### src/fspc_pkg.sv
// Package for the flash self-program controller: timing, commands and field positions.
// Assumes a 100 MHz system clock; erase and program counts derive from it.
package fspc_pkg;
  localparam int unsigned FSPC_CLK_MHZ = 100;
  localparam int unsigned FSPC_ERASE_TIME_US = 5000;
  localparam int unsigned FSPC_PROG_TIME_NS = 23500;
  localparam int unsigned FSPC_ERASE_CYCLES = FSPC_ERASE_TIME_US * FSPC_CLK_MHZ;
  localparam int unsigned FSPC_PROG_CYCLES = (FSPC_PROG_TIME_NS * FSPC_CLK_MHZ) / 1000;
  localparam int unsigned FSPC_READ_CYCLES = 2;
  localparam int unsigned FSPC_PAGE_BYTES = 128;
  localparam int unsigned FSPC_PAGE_SHIFT = 7;
  localparam int unsigned FSPC_ENABLE_BIT = 0;
  localparam int unsigned FSPC_FAIL_BIT = 6;
  localparam int unsigned FSPC_TRIG_BIT = 0;
  localparam logic [7:0] FSPC_TA_KEY1 = 8'haa;
  localparam logic [7:0] FSPC_TA_KEY2 = 8'h55;
  localparam logic [1:0] FSPC_TA_WINDOW = 2'h3;
  localparam logic [7:0] FSPC_CMD_READ = 8'h00;
  localparam logic [7:0] FSPC_CMD_PROGRAM = 8'h21;
  localparam logic [7:0] FSPC_CMD_ERASE = 8'h22;
  localparam logic [7:0] FSPC_CMD_BLK_MASK = 8'h0c;
  localparam int unsigned FSPC_CMD_BLK_POS = 2;
  localparam logic [7:0] FSPC_CHIP_CTRL_RST = 8'h00;
  typedef enum logic [1:0] {
    FSPC_BLK_APP,
    FSPC_BLK_LOADER,
    FSPC_BLK_CONFIG,
    FSPC_BLK_NONE
  } fspc_blk_t;
endpackage

### src/fspc_ctrl.sv
// Flash self-program controller: protected enable bit and trigger, operation sequencer, serial entry.
// Assumes a CPU register port with one-cycle write strobes, and a flash array port.
//
// Function
// - Operations need enable bit, set by protected write.
// - Block changes need its update enable set.
// - Address from high/low, data and command registers.
// - Protected trigger write starts the operation.
// - CPU frozen during operation, sequencer drives pump for erase and program.
// - Erase and program timed by internal counter.
// - Page erase 5 ms, byte program 23.5 us.
// - On finish release CPU, clear trigger.
// - Fail flag in chip control shows outcome.
// - Blocks made of 128-byte pages, erase one page.
// - Erase, program, read from software; programmer only shifts the data byte.
// - Reset pin held switches in-circuit programming mode.
// - Serial data bits clocked by programmer clock.
`timescale 1ns/1ps
module fspc_ctrl
  import fspc_pkg::*;
#(
  parameter int unsigned ERASE_CYCLES = FSPC_ERASE_CYCLES,
  parameter int unsigned PROG_CYCLES = FSPC_PROG_CYCLES
) (
  input wire logic sys_clk_i,
  input wire logic reset_n_i,
  input wire logic ta_wr_i,
  input wire logic [7:0] ta_data_i,
  input wire logic chip_ctrl_wr_i,
  input wire logic [7:0] chip_ctrl_wdata_i,
  input wire logic blk_upd_wr_i,
  input wire logic [7:0] blk_upd_wdata_i,
  input wire logic addr_high_wr_i,
  input wire logic addr_low_wr_i,
  input wire logic data_wr_i,
  input wire logic cmd_wr_i,
  input wire logic trig_wr_i,
  input wire logic [7:0] wdata_i,
  input wire logic flash_ok_i,
  input wire logic [7:0] flash_rdata_i,
  input wire logic prog_reset_pin_i,
  input wire logic prog_serial_clock_i,
  input wire logic prog_serial_data_i,
  output logic [7:0] chip_control_reg_o,
  output logic [7:0] block_update_enable_reg_o,
  output logic [7:0] target_addr_high_o,
  output logic [7:0] target_addr_low_o,
  output logic [7:0] flash_data_reg_o,
  output logic [7:0] flash_command_reg_o,
  output logic [7:0] trigger_reg_o,
  output logic cpu_hold_o,
  output logic pump_en_o,
  output logic flash_erase_o,
  output logic flash_prog_o,
  output logic flash_read_o,
  output logic [15:0] flash_addr_o,
  output logic [7:0] flash_wdata_o,
  output logic in_circuit_programming_o,
  output logic prog_serial_data_o,
  output logic prog_serial_data_oe_n_o
);
  // ----------------------------------------------------------------
  // Protection and software registers
  // ----------------------------------------------------------------
  typedef enum logic [1:0] {FSPC_TA_IDLE, FSPC_TA_KEY, FSPC_TA_OPEN} fspc_ta_t;
  typedef enum logic [1:0] {FSPC_S_IDLE, FSPC_S_BUSY, FSPC_S_DONE} fspc_state_t;

  fspc_ta_t ta_r, ta_nxt;
  logic [1:0] ta_cnt_r, ta_cnt_nxt;
  logic enable_r, enable_nxt;
  logic fail_r, fail_nxt;
  logic [7:0] upd_r, upd_nxt;
  logic [15:0] addr_r, addr_nxt;
  logic [7:0] data_r, data_nxt;
  logic [7:0] cmd_r, cmd_nxt;
  logic go_r, go_nxt;
  fspc_state_t st_r, st_nxt;
  logic load;
  logic [19:0] load_count;
  logic timer_done;
  logic [1:0] blk_sel;
  logic blk_ok;
  logic is_erase;
  logic is_prog;
  logic is_read;
  logic [7:0] cmd_op;
  logic icp_r, icp_nxt;
  logic [7:0] sh_r, sh_nxt;
  logic sck_q_r, sck_nxt;
  logic sdo_r, sdo_nxt;

  assign blk_sel = 2'((cmd_r & FSPC_CMD_BLK_MASK) >> FSPC_CMD_BLK_POS);
  // The block field is stripped before decoding, so every block shares one opcode.
  assign cmd_op = cmd_r & ~FSPC_CMD_BLK_MASK;
  assign blk_ok = upd_r[blk_sel] || is_read;
  assign is_erase = (cmd_op == FSPC_CMD_ERASE);
  assign is_prog = (cmd_op == FSPC_CMD_PROGRAM);
  assign is_read = (cmd_op == FSPC_CMD_READ);

  always_comb begin
    ta_nxt = ta_r;
    ta_cnt_nxt = ta_cnt_r;
    enable_nxt = enable_r;
    fail_nxt = fail_r;
    upd_nxt = upd_r;
    addr_nxt = addr_r;
    data_nxt = data_r;
    cmd_nxt = cmd_r;
    go_nxt = go_r;
    // The key opens a short window so a stray write cannot unlock it later.
    case (ta_r)
      FSPC_TA_IDLE: if (ta_wr_i && ta_data_i == FSPC_TA_KEY1) begin
        ta_nxt = FSPC_TA_KEY;
      end
      FSPC_TA_KEY: begin
        ta_nxt = (ta_wr_i && ta_data_i == FSPC_TA_KEY2) ? FSPC_TA_OPEN : FSPC_TA_IDLE;
        ta_cnt_nxt = FSPC_TA_WINDOW;
      end
      FSPC_TA_OPEN: begin
        ta_cnt_nxt = ta_cnt_r - 2'h1;
        if (chip_ctrl_wr_i || trig_wr_i || ta_cnt_r == 2'h1) begin
          ta_nxt = FSPC_TA_IDLE;
        end
      end
      default: ta_nxt = FSPC_TA_IDLE;
    endcase
    if (chip_ctrl_wr_i && ta_r == FSPC_TA_OPEN) begin
      enable_nxt = chip_ctrl_wdata_i[FSPC_ENABLE_BIT];
    end
    if (st_r == FSPC_S_IDLE) begin
      if (blk_upd_wr_i) upd_nxt = blk_upd_wdata_i;
      if (addr_high_wr_i) addr_nxt[15:8] = wdata_i;
      if (addr_low_wr_i) addr_nxt[7:0] = wdata_i;
      if (data_wr_i) data_nxt = wdata_i;
      if (cmd_wr_i) cmd_nxt = wdata_i;
      if (trig_wr_i && ta_r == FSPC_TA_OPEN && wdata_i[FSPC_TRIG_BIT]
          && enable_r && blk_ok) begin
        go_nxt = 1'b1;
      end
    end
    if (st_r == FSPC_S_DONE) begin
      go_nxt = 1'b0;
      fail_nxt = !flash_ok_i;
      if (is_read) data_nxt = flash_rdata_i;
    end
  end

  // ----------------------------------------------------------------
  // Operation sequencer
  // ----------------------------------------------------------------
  always_comb begin
    st_nxt = st_r;
    load = 1'b0;
    load_count = 20'(FSPC_READ_CYCLES);
    case (st_r)
      FSPC_S_IDLE: if (go_r) begin
        st_nxt = FSPC_S_BUSY;
        load = 1'b1;
        if (is_erase) load_count = 20'(ERASE_CYCLES);
        else if (is_prog) load_count = 20'(PROG_CYCLES);
      end
      FSPC_S_BUSY: if (timer_done) st_nxt = FSPC_S_DONE;
      FSPC_S_DONE: st_nxt = FSPC_S_IDLE;
      default: st_nxt = FSPC_S_IDLE;
    endcase
  end

  fspc_timer #(.WIDTH(20)) u_timer (
    .sys_clk_i(sys_clk_i),
    .reset_n_i(reset_n_i),
    .load_i(load),
    .count_i(load_count),
    .done_o(timer_done)
  );

  // ----------------------------------------------------------------
  // Serial programming entry
  // ----------------------------------------------------------------
  // Pins are taken as synchronous; data is shifted on the programmer clock's rising edge.
  always_comb begin
    icp_nxt = !prog_reset_pin_i;
    sck_nxt = prog_serial_clock_i;
    sh_nxt = sh_r;
    sdo_nxt = sdo_r;
    // Outside the mode the shifter tracks the data register, so that byte goes out first.
    if (!icp_r) begin
      sh_nxt = data_r;
    end else if (prog_serial_clock_i && !sck_q_r) begin
      sh_nxt = {sh_r[6:0], prog_serial_data_i};
      sdo_nxt = sh_r[7];
    end
  end

  always_ff @(posedge sys_clk_i or negedge reset_n_i) begin
    if (!reset_n_i) begin
      ta_r <= FSPC_TA_IDLE;
      ta_cnt_r <= 2'h0;
      enable_r <= 1'b0;
      fail_r <= 1'b0;
      upd_r <= 8'h00;
      addr_r <= 16'h0000;
      data_r <= 8'h00;
      cmd_r <= 8'h00;
      go_r <= 1'b0;
      st_r <= FSPC_S_IDLE;
      icp_r <= 1'b0;
      sh_r <= 8'h00;
      sck_q_r <= 1'b0;
      sdo_r <= 1'b0;
    end else begin
      ta_r <= ta_nxt;
      ta_cnt_r <= ta_cnt_nxt;
      enable_r <= enable_nxt;
      fail_r <= fail_nxt;
      upd_r <= upd_nxt;
      addr_r <= addr_nxt;
      data_r <= data_nxt;
      cmd_r <= cmd_nxt;
      go_r <= go_nxt;
      st_r <= st_nxt;
      icp_r <= icp_nxt;
      sh_r <= sh_nxt;
      sck_q_r <= sck_nxt;
      sdo_r <= sdo_nxt;
    end
  end

  // ----------------------------------------------------------------
  // Outputs
  // ----------------------------------------------------------------
  always_comb begin
    chip_control_reg_o = FSPC_CHIP_CTRL_RST;
    chip_control_reg_o[FSPC_ENABLE_BIT] = enable_r;
    chip_control_reg_o[FSPC_FAIL_BIT] = fail_r;
    trigger_reg_o = 8'h00;
    trigger_reg_o[FSPC_TRIG_BIT] = go_r;
  end
  assign block_update_enable_reg_o = upd_r;
  assign target_addr_high_o = addr_r[15:8];
  assign target_addr_low_o = addr_r[7:0];
  assign flash_data_reg_o = data_r;
  assign flash_command_reg_o = cmd_r;
  assign cpu_hold_o = go_r;
  assign pump_en_o = (st_r == FSPC_S_BUSY) && (is_erase || is_prog);
  assign flash_erase_o = (st_r == FSPC_S_BUSY) && is_erase;
  assign flash_prog_o = (st_r == FSPC_S_BUSY) && is_prog;
  assign flash_read_o = (st_r == FSPC_S_BUSY) && is_read;
  // Erase addresses a whole page, so the offset inside the page is forced to zero.
  assign flash_addr_o = is_erase ? {addr_r[15:FSPC_PAGE_SHIFT], 7'h00} : addr_r;
  assign flash_wdata_o = data_r;
  assign in_circuit_programming_o = icp_r;
  assign prog_serial_data_o = sdo_r;
  assign prog_serial_data_oe_n_o = !icp_r;
endmodule

### src/fspc_timer.sv
// Down-counter that times one flash operation.
// Assumes load is a one-cycle pulse and count is nonzero.
`timescale 1ns/1ps
module fspc_timer
  import fspc_pkg::*;
#(
  parameter int unsigned WIDTH = 20
) (
  input wire logic sys_clk_i,
  input wire logic reset_n_i,
  input wire logic load_i,
  input wire logic [WIDTH-1:0] count_i,
  output logic done_o
);
  logic [WIDTH-1:0] cnt_r;
  logic [WIDTH-1:0] cnt_nxt;
  logic run_r;
  logic run_nxt;
  logic done_r;
  logic done_nxt;

  always_comb begin
    cnt_nxt = cnt_r;
    run_nxt = run_r;
    done_nxt = 1'b0;
    if (load_i) begin
      cnt_nxt = count_i;
      run_nxt = 1'b1;
    end else if (run_r) begin
      if (cnt_r <= WIDTH'(1)) begin
        run_nxt = 1'b0;
        done_nxt = 1'b1;
      end else begin
        cnt_nxt = cnt_r - WIDTH'(1);
      end
    end
  end

  always_ff @(posedge sys_clk_i or negedge reset_n_i) begin
    if (!reset_n_i) begin
      cnt_r <= '0;
      run_r <= 1'b0;
      done_r <= 1'b0;
    end else begin
      cnt_r <= cnt_nxt;
      run_r <= run_nxt;
      done_r <= done_nxt;
    end
  end

  assign done_o = done_r;
endmodule
### config.mk
export PLATFORM = sky130hd
export DESIGN_NAME = fspc_ctrl
export DESIGN_NICKNAME = d
export VERILOG_FILES = /design/src/fspc_pkg.sv /design/src/fspc_ctrl.sv /design/src/fspc_timer.sv
export SDC_FILE = /design/constraint.sdc
export NUM_CORES = 1
export LEC_CHECK = 0
export BUFFER_PORTS_ARGS = -buffer_cell sky130_fd_sc_hd__buf_2
export CAP_MARGIN = 30
export CORE_MARGIN = 1
export CORE_UTILIZATION = 40
export CTS_CLUSTER_SIZE = 20
export DETAILED_ROUTE_END_ITERATION = 10
export HOLD_SLACK_MARGIN = 0.08
export PLACE_DENSITY = 0.65
export SLEW_MARGIN = 20
export SYNTH_ARGS = -nofsm -noshare
export SYNTH_HDL_FRONTEND = slang
export SYNTH_HIERARCHICAL = 1
export SYNTH_SLANG_ARGS = --single-unit
### constraint.sdc
create_clock -name sys_clk_i -period 4.87 [get_ports sys_clk_i]
set_input_delay 0.2435 -clock sys_clk_i [delete_from_list [all_inputs] [get_ports sys_clk_i]]
set_output_delay 0.2435 -clock sys_clk_i [all_outputs]
set_load 0.1 [all_outputs]
==> flow_summary.toml <==
[synthesis]
async_flop_share = 1.00
ys_types = 67
postSynthAreaPerCell_um2 = 10.9
synthFlopType = "dfrtp_1"
netlist_area_um2 = 4450
synth_cells = 409
synth.largest_area_cell = "dfrtp_1"
synthTopCellsByArea = "dfrtp_1 (46%), mux2_2 (11%), buf_4 (5.6%), nor2_1 (2.8%), mux2_4 (2.7%)"
ys_seq_area_frac = 0.461
ys_ff_latch = 82
synth_top_area_share = 0.461
synth_common_cells = "dfrtp_1 (82), mux2_2 (42), buf_4 (33), nor2_1 (33), a21oi_1 (19)"
yosysMostFrequentCell = "dfrtp_1"
yosys_warnings = 6
synth-edff-count = 0

[timing]
maxSlewHeadroom = 0.369
fmax_mhz = 358
tns_ns = 0
finalHoldViolCount = 0
min_period_over_period = 0.573
drv_slew = 0
finClkSkew_ns = 0.0113
rsz0062_at_grt = "no"
whs_ns = 0.106
worstMarginPinSlew_ns = 0.939
setup_viol = 0
period_minus_slack_ns = 2.79

[power_and_ir_drop]
internal_power_w = 0.00123
p_switching_w = 0.000857
power_frac_seq = 0.373
leakagePower_nw = 2.44
p_comb_frac = 0.332
p_per_area_nw_per_um2 = 394
clkPwrFrac = 0.295
peakVddDrop_v = 0.000237
swShare = 0.410

[critical_path]
start_kind = "flip-flop"
worstSetupPathType = "flip-flop to flip-flop"
endpoint_kind = "flip-flop"
crit_fanout = 9
worstPathArrival_ns = 3.08
required_ns = 5.16

[drt]
drtIter0Drc = 167
antenna_left = 0
drt_first_pass_iters = 8
drc = 1
routedWlPerCell_um = 15.4
num_vias = 3422
routed_wirelength_um = 10200
vias_per_cell = 5.19

[outcome]
status = "finished, violations left"
violations = "design-rule violations"

[die]
die_h_um = 107
start_util = 0.411
dieArea_um2 = 11600
io_pins = 142
die-width_um = 107
row_count = 38
placeableCoreArea_um2 = 10800

[layout]
finalNetCount = 574
drive_above_1_share = 0.385
fill_cells = 1001
syn2layout_area_growth_pct = 19.1
diodes = 0
postLayoutCellArea_um2 = 5300

[global_route]
grt_max_degree = 58
use_met2 = 0.310
grt_pass1_vias = 3225
grt_pass1_wl_um = 16300
grt_usage = 0.184
grt_util_met3 = 0.0424
use_met1 = 0.232
gr-total-overflow = 0
antenna_found_initial = 0
top_usage_layer = "met2"

[cts]
numCtsBuffers = 9
cts_max_path_buffers = 2
post_cts_buffers = 0
cts.clk_slew.worst_paths_ns = 0.08
cts_tree = "done"
clk_latency_ns = 0.36
cts_sinks = 82
cts_max_level = 3
cts_root_buffer = "clkbuf_8"

[job]
max-cap-violations = 0

[placed_design]
gp_congestion = 0.810
postPlaceCellArea_um2 = 5010
place_hpwl_um = 7430
portBuffers = 121

[hold_path]
hold_path_class = "input port to flip-flop"
-- registers in the layout (all words and copies together), names as in the netlist --
name                       flops
addr_r                        16
block_update_enable_reg_o      8
cpu_hold_o                     1
enable_r                       1
fail_r                         1
flash_command_reg_o            8
flash_data_reg_o               8
in_circuit_programming_o       1
prog_serial_data_o             1
sck_q_r                        1
sh_r                           8
st_r                           2
ta_cnt_r                       2
ta_r                           2
u_timer/cnt_r                 20
u_timer/done_o                 1
u_timer/run_r                  1
-- metrics by stage --
stage / instances / total power [W] / utilization / setup WS (ns)
5_1_grt: 659 / 0.00218 / 0.489 / 1.85
6_report: 659 / 0.00209 / 0.489 / 2.08
4_1_cts: 659 / 0.00211 / 0.489 / 2.16
3_3_place_gp: 638 / 0.00148 / 0.459 / 2.18
3_5_place_dp: 639 / 0.00149 / 0.462 / 2.18
2_1_floorplan: 430 / 0.00139 / - / 1.72
-- per-layer routing --
layer / share of wire / wire, µm
met1: 0.44 / 4500
met4: 0.015 / 153
met3: 0.049 / 499
met5: 0 / 0
met2: 0.49 / 5030
-- critical path, stage by stage (launching register included) --
cell and delay, ns:
dfrtp_1 0.43, nor3_1 0.79, o2111ai_1 0.54, buf_4 0.33, o21ai_2 0.38, mux2i_1 0.24
-- layout by cell type, fill, tap and decap left out, types with 4 or more instances in the layout --
cell and instances:
a211oi_1 6, a21oi_1 19, and2_1 13, buf_2 120, clkbuf_8 11, conb_1 22
dfrtp_1 82, dlygate4sd3_1 4, ha_1 6, inv_1 15, mux2_2 42, mux2_4 8
mux2i_1 10, nand2_1 8, nand3_1 5, nand4_1 6, nor2_1 33, nor3_1 10
nor4_1 6, o21ai_0 8, o221ai_1 4, o2bb2ai_1 5, or4_1 6
-- final timing paths --
check | end | startpoint | slack, ns | cells past startpoint
min in group asynchronous | addr_r[11] | reset_n_i | 0.34 | 2
worst min-delay path | block_update_enable_reg_o[2] | blk_upd_wdata_i[2] | 0.11 | 2
worst max register to register | u_timer/cnt_r[1] | u_timer/cnt_r[4] | 2.08 | 5
max in group asynchronous | flash_command_reg_o[6] | reset_n_i | 3.93 | 3
worst max-delay path | u_timer/cnt_r[1] | u_timer/cnt_r[4] | 2.08 | 5
worst min register to register | st_r[0] | u_timer/done_o | 0.47 | 1
-- cell families (layout without fill, tap and decap cells) --
group / after synthesis / in the layout / share of synthesized area
and+or+nand+nor: 116 / 116 / 0.153
DFF: 82 / 82 / 0.461
buffers and inverters: 71 / 160 / 0.0916
AOI/OAI and AO/OA: 69 / 69 / 0.110
muxes: 61 / 61 / 0.161
adders and majority gates: 6 / 6 / 0.0169
xor gates and xnor gates: 3 / 3 / 0.00590
other: 1 / 22 / 0.000842
-- layout make-up --
class	count	area, µm²	share of cell area
inverter	16	60.1	0.0113
multi-input combinational	277	2070	0.391
timing repair buffer	128	691	0.130
clock inverter	4	97.6	0.0184
sequential	82	2050	0.387
clock buffer	12	155	0.0293
tap	140	175	0.0330
-- power by group through the flow --
stage | combinational, W | clock [W] | sequential, W
6_report | 0.000694 | 0.000616 | 0.000779
5_1_grt | 0.000724 | 0.000667 | 0.000788
4_1_cts | 0.000698 | 0.000635 | 0.000780
3_5_place_dp | 0.000695 | 0 | 0.000793
3_3_place_gp | 0.000687 | 0 | 0.000790
2_1_floorplan | 0.000340 | 0 | 0.00105
-- timing repair --
action,in CTS,in global routing
hold buffers,4,0
endpoints found under the hold margin,28,0
gates resized for setup,0,0
Note: power is estimated with default switching activity, not from simulation.
